File: src/iso_defines.svh
`ifndef ISO_DEFINES_SVH
`define ISO_DEFINES_SVH
`define ISO_OP_INC_SKIP_MASK 12'hfc0
`define ISO_OP_INC_SKIP_VAL 12'h3c0
`define ISO_OP_OR_LIT_MASK 12'hf00
`define ISO_OP_OR_LIT_VAL 12'hd00
`define ISO_OP_OR_REG_MASK 12'hfc0
`define ISO_OP_OR_REG_VAL 12'h100
`define ISO_IDLE_WORD 12'h000
`define ISO_DEST_BIT 5
`define ISO_SEL_MSB 4
`define ISO_LIT_MSB 7
`define ISO_FILE_DEPTH 32
`define ISO_ACCUM_RESET 8'h00
`define ISO_ZERO_RESET 1'b0
`endif

File: src/iso_pkg.sv
package iso_pkg;
    typedef logic [11:0] iso_word_type;
    typedef logic [7:0] iso_data_type;
    typedef logic [4:0] iso_sel_type;
    typedef enum logic [1:0] {
        ISO_KIND_NONE,
        ISO_KIND_INC_SKIP,
        ISO_KIND_OR_LIT,
        ISO_KIND_OR_REG
    } iso_kind_type;
endpackage

File: src/iso_file_if.sv
`timescale 1ns/1ps
`default_nettype none
interface iso_file_if;
    import iso_pkg::*;
    iso_sel_type rd_sel;
    iso_data_type rd_data;
    logic wr_en;
    iso_sel_type wr_sel;
    iso_data_type wr_data;
    modport core (output rd_sel, input rd_data, output wr_en, output wr_sel, output wr_data);
    modport mem (input rd_sel, output rd_data, input wr_en, input wr_sel, input wr_data);
endinterface
`default_nettype wire

File: src/iso_file_mem.sv
`timescale 1ns/1ps
`default_nettype none
`include "iso_defines.svh"
module iso_file_mem (
    input wire logic ref_clk,
    iso_file_if.mem fport
);
    import iso_pkg::*;
    iso_data_type mem_reg [`ISO_FILE_DEPTH];
    iso_data_type rd_reg;
    // read data registered: core sees the file one cycle after presenting rd_sel
    always_ff @(posedge ref_clk) begin
        if (fport.wr_en) begin
            mem_reg[fport.wr_sel] <= fport.wr_data;
        end
        rd_reg <= mem_reg[fport.rd_sel];
    end
    assign fport.rd_data = rd_reg;
endmodule
`default_nettype wire

File: src/iso_core.sv
`timescale 1ns/1ps
`default_nettype none
`include "iso_defines.svh"
module iso_core (
    input wire logic ref_clk,
    input wire logic rst,
    input wire iso_pkg::iso_word_type instr_word,
    input wire logic instr_valid,
    output logic instr_ready,
    output iso_pkg::iso_data_type accum_out,
    output logic zero_flag,
    output logic skip_pulse,
    output logic done_pulse
);
    import iso_pkg::*;

    // =========================================
    // decode
    function automatic iso_kind_type decode_word(input iso_word_type w);
        if ((w & `ISO_OP_INC_SKIP_MASK) == `ISO_OP_INC_SKIP_VAL) begin
            return ISO_KIND_INC_SKIP;
        end else if ((w & `ISO_OP_OR_LIT_MASK) == `ISO_OP_OR_LIT_VAL) begin
            return ISO_KIND_OR_LIT;
        end else if ((w & `ISO_OP_OR_REG_MASK) == `ISO_OP_OR_REG_VAL) begin
            return ISO_KIND_OR_REG;
        end
        return ISO_KIND_NONE;
    endfunction

    function automatic iso_data_type bump_byte(input iso_data_type v);
        return v + 8'h01;
    endfunction

    function automatic iso_data_type merge_bytes(input iso_data_type a, input iso_data_type b);
        return a | b;
    endfunction

    function automatic logic is_null(input iso_data_type v);
        return (v == 8'h00);
    endfunction

    typedef enum logic [1:0] {ST_IDLE, ST_EXEC, ST_SKIP} iso_state_type;

    iso_file_if fbus ();
    iso_file_mem u_mem (
        .ref_clk(ref_clk),
        .fport(fbus.mem)
    );

    iso_state_type state_reg, state_next;
    iso_word_type word_reg, word_next;
    iso_data_type accum_reg, accum_next;
    logic zero_reg, zero_next;
    logic skip_reg, skip_next;
    logic done_reg, done_next;
    iso_kind_type kind;
    iso_sel_type file_sel;
    iso_data_type lit_val;
    iso_data_type inc_val;
    iso_data_type or_lit_val;
    iso_data_type or_val;
    logic dest;
    logic in_exec;
    logic skip_due;

    // =========================================
    // datapath
    always_comb begin
        kind = decode_word(word_reg);
        dest = word_reg[`ISO_DEST_BIT];
        file_sel = word_reg[`ISO_SEL_MSB:0];
        lit_val = word_reg[`ISO_LIT_MSB:0];
        in_exec = (state_reg == ST_EXEC);
        inc_val = bump_byte(fbus.rd_data);
        or_lit_val = merge_bytes(accum_reg, lit_val);
        or_val = merge_bytes(accum_reg, fbus.rd_data);
        // only a wrapped increment skips; the OR results never do
        skip_due = (kind == ISO_KIND_INC_SKIP) && is_null(inc_val);
    end

    // fetch accepted only in idle; read address is taken straight off the word
    assign instr_ready = (state_reg == ST_IDLE);
    assign fbus.rd_sel = instr_word[`ISO_SEL_MSB:0];

    // =========================================
    // control
    always_comb begin
        state_next = state_reg;
        word_next = word_reg;
        unique case (state_reg)
            ST_IDLE: begin
                if (instr_valid) begin
                    word_next = instr_word;
                    state_next = ST_EXEC;
                end
            end
            ST_EXEC: begin
                if (skip_due) begin
                    // no next word is taken while instr_ready is low, idle slot inserted
                    state_next = ST_SKIP;
                end else begin
                    state_next = ST_IDLE;
                end
            end
            ST_SKIP: begin
                // acts as the idle instruction, second cycle
                state_next = ST_IDLE;
            end
            default: begin
                // unused code of the two-bit state: recover to idle
                state_next = ST_IDLE;
            end
        endcase
    end

    always_ff @(posedge ref_clk) begin
        if (rst) begin
            state_reg <= ST_IDLE;
            word_reg <= `ISO_IDLE_WORD;
        end else begin
            state_reg <= state_next;
            word_reg <= word_next;
        end
    end

    // =========================================
    // accumulator and zero flag
    always_comb begin
        accum_next = accum_reg;
        zero_next = zero_reg;
        if (in_exec) begin
            unique case (kind)
                ISO_KIND_INC_SKIP: begin
                    // flags untouched on purpose
                    if (!dest) begin
                        accum_next = inc_val;
                    end
                end
                ISO_KIND_OR_LIT: begin
                    accum_next = or_lit_val;
                    zero_next = is_null(or_lit_val);
                end
                ISO_KIND_OR_REG: begin
                    if (!dest) begin
                        accum_next = or_val;
                    end
                    zero_next = is_null(or_val);
                end
                ISO_KIND_NONE: begin
                    // other opcodes belong to the rest of the core
                end
            endcase
        end
    end

    always_ff @(posedge ref_clk) begin
        if (rst) begin
            accum_reg <= `ISO_ACCUM_RESET;
            zero_reg <= `ISO_ZERO_RESET;
        end else begin
            accum_reg <= accum_next;
            zero_reg <= zero_next;
        end
    end

    // =========================================
    // file write-back
    always_comb begin
        fbus.wr_en = 1'b0;
        fbus.wr_sel = file_sel;
        fbus.wr_data = 8'h00;
        if (in_exec && dest) begin
            unique case (kind)
                ISO_KIND_INC_SKIP: begin
                    fbus.wr_en = 1'b1;
                    fbus.wr_data = inc_val;
                end
                ISO_KIND_OR_REG: begin
                    fbus.wr_en = 1'b1;
                    fbus.wr_data = or_val;
                end
                ISO_KIND_OR_LIT, ISO_KIND_NONE: begin
                    // bit 5 of a literal word is data, not a destination
                    fbus.wr_en = 1'b0;
                end
            endcase
        end
    end

    // =========================================
    // retire pulses
    always_comb begin
        skip_next = 1'b0;
        done_next = 1'b0;
        unique case (state_reg)
            ST_IDLE: begin
                done_next = 1'b0;
            end
            ST_EXEC: begin
                // a skipping increment retires only after its idle slot
                done_next = !skip_due;
            end
            ST_SKIP: begin
                skip_next = 1'b1;
                done_next = 1'b1;
            end
            default: begin
                done_next = 1'b0;
            end
        endcase
    end

    always_ff @(posedge ref_clk) begin
        if (rst) begin
            skip_reg <= 1'b0;
            done_reg <= 1'b0;
        end else begin
            skip_reg <= skip_next;
            done_reg <= done_next;
        end
    end

    assign accum_out = accum_reg;
    assign zero_flag = zero_reg;
    assign skip_pulse = skip_reg;
    assign done_pulse = done_reg;
endmodule
`default_nettype wire

File: config.mk
export PLATFORM = sky130hd
export DESIGN_NAME = iso_core
export DESIGN_NICKNAME = d
export VERILOG_FILES = /design/src/iso_pkg.sv /design/src/iso_file_if.sv /design/src/iso_file_mem.sv /design/src/iso_core.sv
export VERILOG_INCLUDE_DIRS = /design/src /design/src/src
export SDC_FILE = /design/constraint.sdc
export NUM_CORES = 1
export LEC_CHECK = 0
export BUFFER_PORTS_ARGS = -buffer_cell sky130_fd_sc_hd__buf_2
export CELL_PAD_IN_SITES_DETAIL_PLACEMENT = 1
export CELL_PAD_IN_SITES_GLOBAL_PLACEMENT = 2
export CORE_UTILIZATION = 52
export DETAILED_ROUTE_END_ITERATION = 8
export GPL_ROUTABILITY_DRIVEN = 1
export PLACE_DENSITY = 0.82
export SLEW_MARGIN = 15
export SYNTH_ARGS = -nofsm -noshare
export SYNTH_HDL_FRONTEND = slang
export SYNTH_SLANG_ARGS = --single-unit
File: constraint.sdc
create_clock -name ref_clk -period 5 [get_ports ref_clk]
set_clock_uncertainty 0.1 [all_clocks]
set_input_delay 0.75 -clock ref_clk [delete_from_list [all_inputs] [get_ports ref_clk]]
set_output_delay 0.75 -clock ref_clk [all_outputs]
set_load 0.1 [all_outputs]
==> flow_summary.toml, run 1 <==
[global_route]
grt_start_max_net_pins = 57
grt_pass1_wl_um = 40500
first_global_vias = 6178
grt_antenna_before_repair = 0
grt-ovfl-total = 0
grtUsageTotal_pct = 25.3

[final_layout]
layout-area-overhead-vs-synth_pct = 11.6
flip_flop_count_of_the_largest_register_all_copies_and_words_added = 256
post_route_cells_drive_above_1_share_pct = 25.7
nFillCells = 1894
nets = 676
ant_cells = 0

[yosys]
synth-warning-count = 0
ys_top_cells_by_area = "sky130_fd_sc_hd__edfxtp_1 66%, sky130_fd_sc_hd__mux4_2 16%, sky130_fd_sc_hd__dfxtp_1 5.7%"
synth_top_area_share_pct = 66.3
number_of_flops_mapped_to_enable_cells_by_yosys = 256
post_synth_num_cell_types = 46
synth.cell_area_sq_um = 11600
seq_area_frac_synth_pct = 72.0
synth.most_common_cell = "sky130_fd_sc_hd__edfxtp_1"
asyncSetResetFlopFracSynth_pct = 0
synthesis.instances = 626
mean_syn_cell_area_sq_um = 18.5
synth-seq-cells = 289
post-synth-top-area-cell = "sky130_fd_sc_hd__edfxtp_1"
dominantRegCellSynth = "sky130_fd_sc_hd__edfxtp_1"
syn_nets = 646
synthTopCellsByCount = "256 x sky130_fd_sc_hd__edfxtp_1, 80 x sky130_fd_sc_hd__mux4_2, 44 x sky130_fd_sc_hd__nor2_1"

[timing]
headroom_to_the_max_slew_limit_pct = 31.3
hold_slack_ns = 0.354
timing.final.crit_share_pct = 62.4
timing_worst_slew_pin_value_ns = 1.03
setup_viol = 0
finalMaxSlewViolations = 0
timing.setup.tns_ns = 0
timing.final.crit_period_ns = 3.12
rsz0062_at_grt = "false"
hold_viol_final = 0
maxClockFrequency_mhz = 321

[critical_path]
worst_r2r_path_depth = 7
crit_path_end_kind = "flop"
r2r_slack_ns = 1.88
critical_path_required_ns = 5.05
cp_max_fo = 12
cp-start-kind = "flop"
criticalPathCategory = "reg -> reg"
ff_to_ff_end = "u_mem.mem_reg[2][2]"
worst_r2r_startpoint = "state_reg[1]"
cpMaxStageDelayCell = "sky130_fd_sc_hd__nor2_1"
timing.critical_path.from = "state_reg[1]"
critical_path_arrival_ns = 3.17
crit_path_max_incr_delay_ns = 0.95
cp_cell_sequence = "inv_1, ha_1, and2_1, o2111ai_1, buf_4, nand3b_1, nor2_1"
setup.worst_path.end = "u_mem.mem_reg[2][2]"

[cts]
clock_latency_ns = 0.54
clk_root_buffer_cell = "sky130_fd_sc_hd__clkbuf_16"
ctsLongestPathBuffers = 3
post_cts_buffers = 0
cts_max_level = 1
tritoncts = "yes"
tritoncts_buffer_count = 29
clock_sinks = 289
cts-hold-fix-buffers = 0
cts-resized-gates = 0
worst_setup_hold_path_clk_slew_ns = 0.06

[detailed_routing]
detailedRoute.firstPassIterationCount = 5
wire_per_inst_um = 28.8
first_iter_violations = 656
antenna_left = 0
viasPerCell = 6.38
drt_drc_violations_left = 0
finalWirelength_um = 27600
route.vias.total = 6114

[die]
die_outline_area_sq_um = 22900
start_util_pct = 53.1
die_width_um = 151
num_rows = 54
dieHeight_um = 151
floorplan.core_area_sq_um = 21800
i_o_pin_total = 27

[placed_design]
port-buffer-count = 26
globalplace.congestion = 0.808
post-dp-hpwl_um = 17600

[pwr]
ratio_of_total_power_to_cell_area_nw_per_um2 = 373
peakVddDrop_v = 0.000331
report.power.total_w = 0.00482
power.static_leakage_nw = 3.36

[job]
max_cap_viol_count = 0

[run_status]
result_of_the_run = "complete, no violations"

[min_path]
min_path_type = "in -> reg"
## layer usage
| metal | wire length (um) | GRT usage, % | share of wire (%) |
|---|---|---|---|
| met2 | 13300 | 39.8 | 48 |
| met3 | 1890 | 4.40 | 6.9 |
| met5 | 0 | 0 | 0 |
| met1 | 11600 | 36.1 | 42 |
| met4 | 813 | 8.50 | 2.9 |
## layout by cell type, fill, tap and decap left out, drive strengths merged, types with 4 or more instances in the layout
| cell type | n |
|---|---|
| a211oi | 7 |
| dfxtp | 33 |
| ha | 5 |
| clkinv | 11 |
| nand3b | 4 |
| nand2 | 35 |
| edfxtp | 256 |
| nand3 | 6 |
| mux4 | 80 |
| xnor2 | 5 |
| buf | 36 |
| nor2b | 4 |
| nor3 | 8 |
| inv | 10 |
| a21oi | 27 |
| a221o | 7 |
| o21ai | 13 |
| nor2 | 44 |
| mux2 | 8 |
| clkbuf | 37 |
| or3 | 4 |
## logic make-up (layout without fill, tap and decap cells)
family	after synthesis	count (layout)	synth area share [%]
flops	289	289	72.0
simple gates	125	125	5.06
mux	88	88	16.3
compound gates	66	66	3.68
buf+inv	46	98	1.90
xor+xnor	7	7	0.529
fa+ha+maj	5	5	0.539
## report_power, final
group / internal [W] / total [W] / switching (W)
clock network: 0.00122 / 0.00207 / 0.000856
registers: 0.00260 / 0.00261 / 0.0000169
logic: 0.0000508 / 0.000140 / 0.0000890
total: 0.00386 / 0.00482 / 0.000962
## through the flow
step	cell area (sq um)	setup slack, ns	utilization, %	cells
floorplan	11600	2.34	-	626
global placement	12000	1.85	55.2	905
detailed placement	12000	1.84	55.2	905
CTS	12900	1.89	59.3	958
global route	12900	1.76	59.3	958
finish	12900	1.88	59.3	958
## worst min-delay path by stage
stage | endpoint | start | cells past startpoint
floorplan | word_reg[8] | word_reg[8] | 2
global placement | zero_flag | zero_flag | 2
detailed placement | zero_flag | zero_flag | 2
CTS | word_reg[6] | instr_word[6] | 3
global route | word_reg[11] | instr_word[11] | 3
finish | word_reg[6] | instr_word[6] | 3
## worst max-delay path: cells and delay by family, from the launching register on
kind            cells  cell delay [ns]
fa+ha+maj           1             0.22
flops               1             0.31
buf+inv             2             0.32
simple gates        3             1.65
compound gates      1             0.13
## final cells by class
cell class	count	area [sq um]	share of cell area, %
clock inverters	16	150	1.16
clock buffers	37	756	5.84
inverters	9	33.8	0.261
repair buffers	36	233	1.80
flip-flops and latches	289	8350	64.5
multi-input cells	291	3070	23.7
well taps	280	350	2.71
No activity file was read; power rests on OpenSTA's default activity.
==> inputs of run 2 (changes only) <==
--- a/config.mk
+++ b/config.mk
@@ -9,10 +9,10 @@
 export BUFFER_PORTS_ARGS = -buffer_cell sky130_fd_sc_hd__buf_2
 export CELL_PAD_IN_SITES_DETAIL_PLACEMENT = 1
 export CELL_PAD_IN_SITES_GLOBAL_PLACEMENT = 2
-export CORE_UTILIZATION = 52
+export CORE_UTILIZATION = 48
 export DETAILED_ROUTE_END_ITERATION = 8
 export GPL_ROUTABILITY_DRIVEN = 1
-export PLACE_DENSITY = 0.82
+export PLACE_DENSITY = 0.77
 export SLEW_MARGIN = 15
 export SYNTH_ARGS = -nofsm -noshare
 export SYNTH_HDL_FRONTEND = slang
==> constraint.sdc (replaced) <==
create_clock -name ref_clk -period 2.9 [get_ports ref_clk]
set_clock_uncertainty 0.1 [all_clocks]
set_input_delay 0.435 -clock ref_clk [delete_from_list [all_inputs] [get_ports ref_clk]]
set_output_delay 0.435 -clock ref_clk [all_outputs]
set_load 0.1 [all_outputs]
==> run 2 against run 1 <==
Effect of this change: flip-flop and latch count unchanged; core utilization decreased by 2.8 points; sequential power increased by 72%; sequential share of layout area decreased by 2.0 points; clock power increased by 69%; cell count increased by 9.1%; largest cell class unchanged.
==> flow_summary.toml, run 2 (synthesis results as in run 1) <==
[final_layout]
final_cell_area_sq_um = 13300
nFillCells = 2146
finalNonFillerCells = 1045
ant_cells = 0
layout.area.seq_sq_um = 8350
layout-area-overhead-vs-synth_pct = 15.1
layout.cells.most_common_list = "256 x sky130_fd_sc_hd__edfxtp_1, 80 x sky130_fd_sc_hd__mux4_2, 50 x sky130_fd_sc_hd__buf_4"
post_route_cells_drive_above_1_share_pct = 30.0
layout.cells.most_common = "sky130_fd_sc_hd__edfxtp_1"
multi_input_comb_area_sq_um = 3060
flip_flop_count_of_the_largest_register_all_copies_and_words_added = 256
nets = 722

[cts]
cts_max_level = 1
cts-resized-gates = 0
ctsLongestPathBuffers = 3
clock_sinks = 289
worst_setup_hold_path_clk_slew_ns = 0.06
cts-hold-fix-buffers = 0
tritoncts_buffer_count = 30
clock_latency_ns = 0.56
post_cts_buffers = 0
clk_root_buffer_cell = "sky130_fd_sc_hd__clkbuf_16"
tritoncts = "yes"

[die]
die_width_um = 157
floorplan.core_area_sq_um = 23600
start_util_pct = 49.1
dieHeight_um = 157
i_o_pin_total = 27
num_rows = 56
die_outline_area_sq_um = 24800

[global_route]
grt_start_max_net_pins = 40
grt_antenna_before_repair = 0
first_global_vias = 6638
grtUsageTotal_pct = 24.4
grt-ovfl-total = 0
grt_pass1_wl_um = 42700

[placed_design]
dp.cells = 989
placed_cell_area_sq_um = 12500
port-buffer-count = 26
worst_setup_slack_post_dpl_ns = 0.292
post-dp-hpwl_um = 18700
globalplace.congestion = 0.815

[critical_path]
crit_path_end_kind = "flop"
critical_path_required_ns = 3.05
worstPathBufferInverterCount = 1
worst_path_top_cell_family_by_delay = "flip-flops"
cp_cell_sequence = "ha_1, nand3_1, xor2_1, nand2b_1, a21oi_2, buf_4"
timing.critical_path.from = "u_mem.fport.rd_data[0]"
criticalPathCategory = "reg -> reg"
cp-start-kind = "flop"
cpMaxStageDelayCell = "sky130_fd_sc_hd__dfxtp_1"
worst_r2r_startpoint = "u_mem.fport.rd_data[0]"
critical_path_arrival_ns = 2.66
cp_max_fo = 32
crit_path_max_incr_delay_ns = 0.67

[timing]
finalMaxSlewViolations = 0
timing.final.crit_share_pct = 86.4
maxClockFrequency_mhz = 399
headroom_to_the_max_slew_limit_pct = 52.1
final_critical_path_setup_slack_ns = 0.395
timing.final.crit_period_ns = 2.51
timing_worst_slew_pin_value_ns = 0.719
hold_viol_final = 0
rsz0062_at_grt = "false"
timing.setup.tns_ns = 0
setup_viol = 0

[job]
max_cap_viol_count = 0

[pwr]
power.static_leakage_nw = 3.61
peakVddDrop_v = 0.000411
ratio_of_total_power_to_cell_area_nw_per_um2 = 618

[detailed_routing]
first_iter_violations = 524
finalWirelength_um = 28900
route.vias.total = 6204
antenna_left = 0
drt_drc_violations_left = 0
detailedRoute.firstPassIterationCount = 4
viasPerCell = 5.94
wire_per_inst_um = 27.6

[min_path]
hold_start = "instr_word[10]"
min_path_type = "in -> reg"

[run_status]
result_of_the_run = "complete, no violations"
[run 2: worst min-delay path: cells and delay by family]
family,cells,cell delay (ns)
buffers and inverters,1,0.09
and+or+nand+nor,1,0.05
AOI/OAI and AO/OA,1,0.05
[run 2: final timing paths]
path | endpoint | slack (ns) | depth (start not counted)
setup reg to reg | u_mem.mem_reg[21][4] | 0.39 | 6
hold / removal | word_reg[10] | 0.02 | 3
hold reg to reg | word_reg[8] | 0.40 | 2
setup / recovery | u_mem.mem_reg[21][4] | 0.39 | 6
[run 2: where the power goes]
part / switching (W) / total (W) / internal (W)
registers: 0.0000274 / 0.00450 / 0.00448
clock network: 0.00152 / 0.00349 / 0.00197
logic: 0.000161 / 0.000256 / 0.0000949
[run 2: final cells by class]
type | count | area share, %
repair buffers | 81 | 4.65
well taps | 319 | 2.99
inverters | 9 | 0.253
clock inverters | 7 | 0.347
flip-flops and latches | 289 | 62.5
clock buffers | 49 | 6.31
multi-input cells | 291 | 22.9
[run 2: stage by stage]
step	util (%)	hold WS, ns	total power [W]
floorplan	-	0.362	0.00477
global placement	52.8	0.380	0.00484
detailed placement	52.8	0.397	0.00485
CTS	56.5	0.00731	0.00832
global route	56.5	0.0322	0.00847
finish	56.5	0.0244	0.00825
[run 2: metal layers]
metal | up-vias | wire [um] | global-route usage, %
li1 | 2681 | - | -
met1 | 3311 | 12200 | 33.3
met2 | 169 | 14300 | 40.6
met3 | 43 | 1730 | 4.63
met4 | 0 | 606 | 6.33
met5 | - | 0 | 0
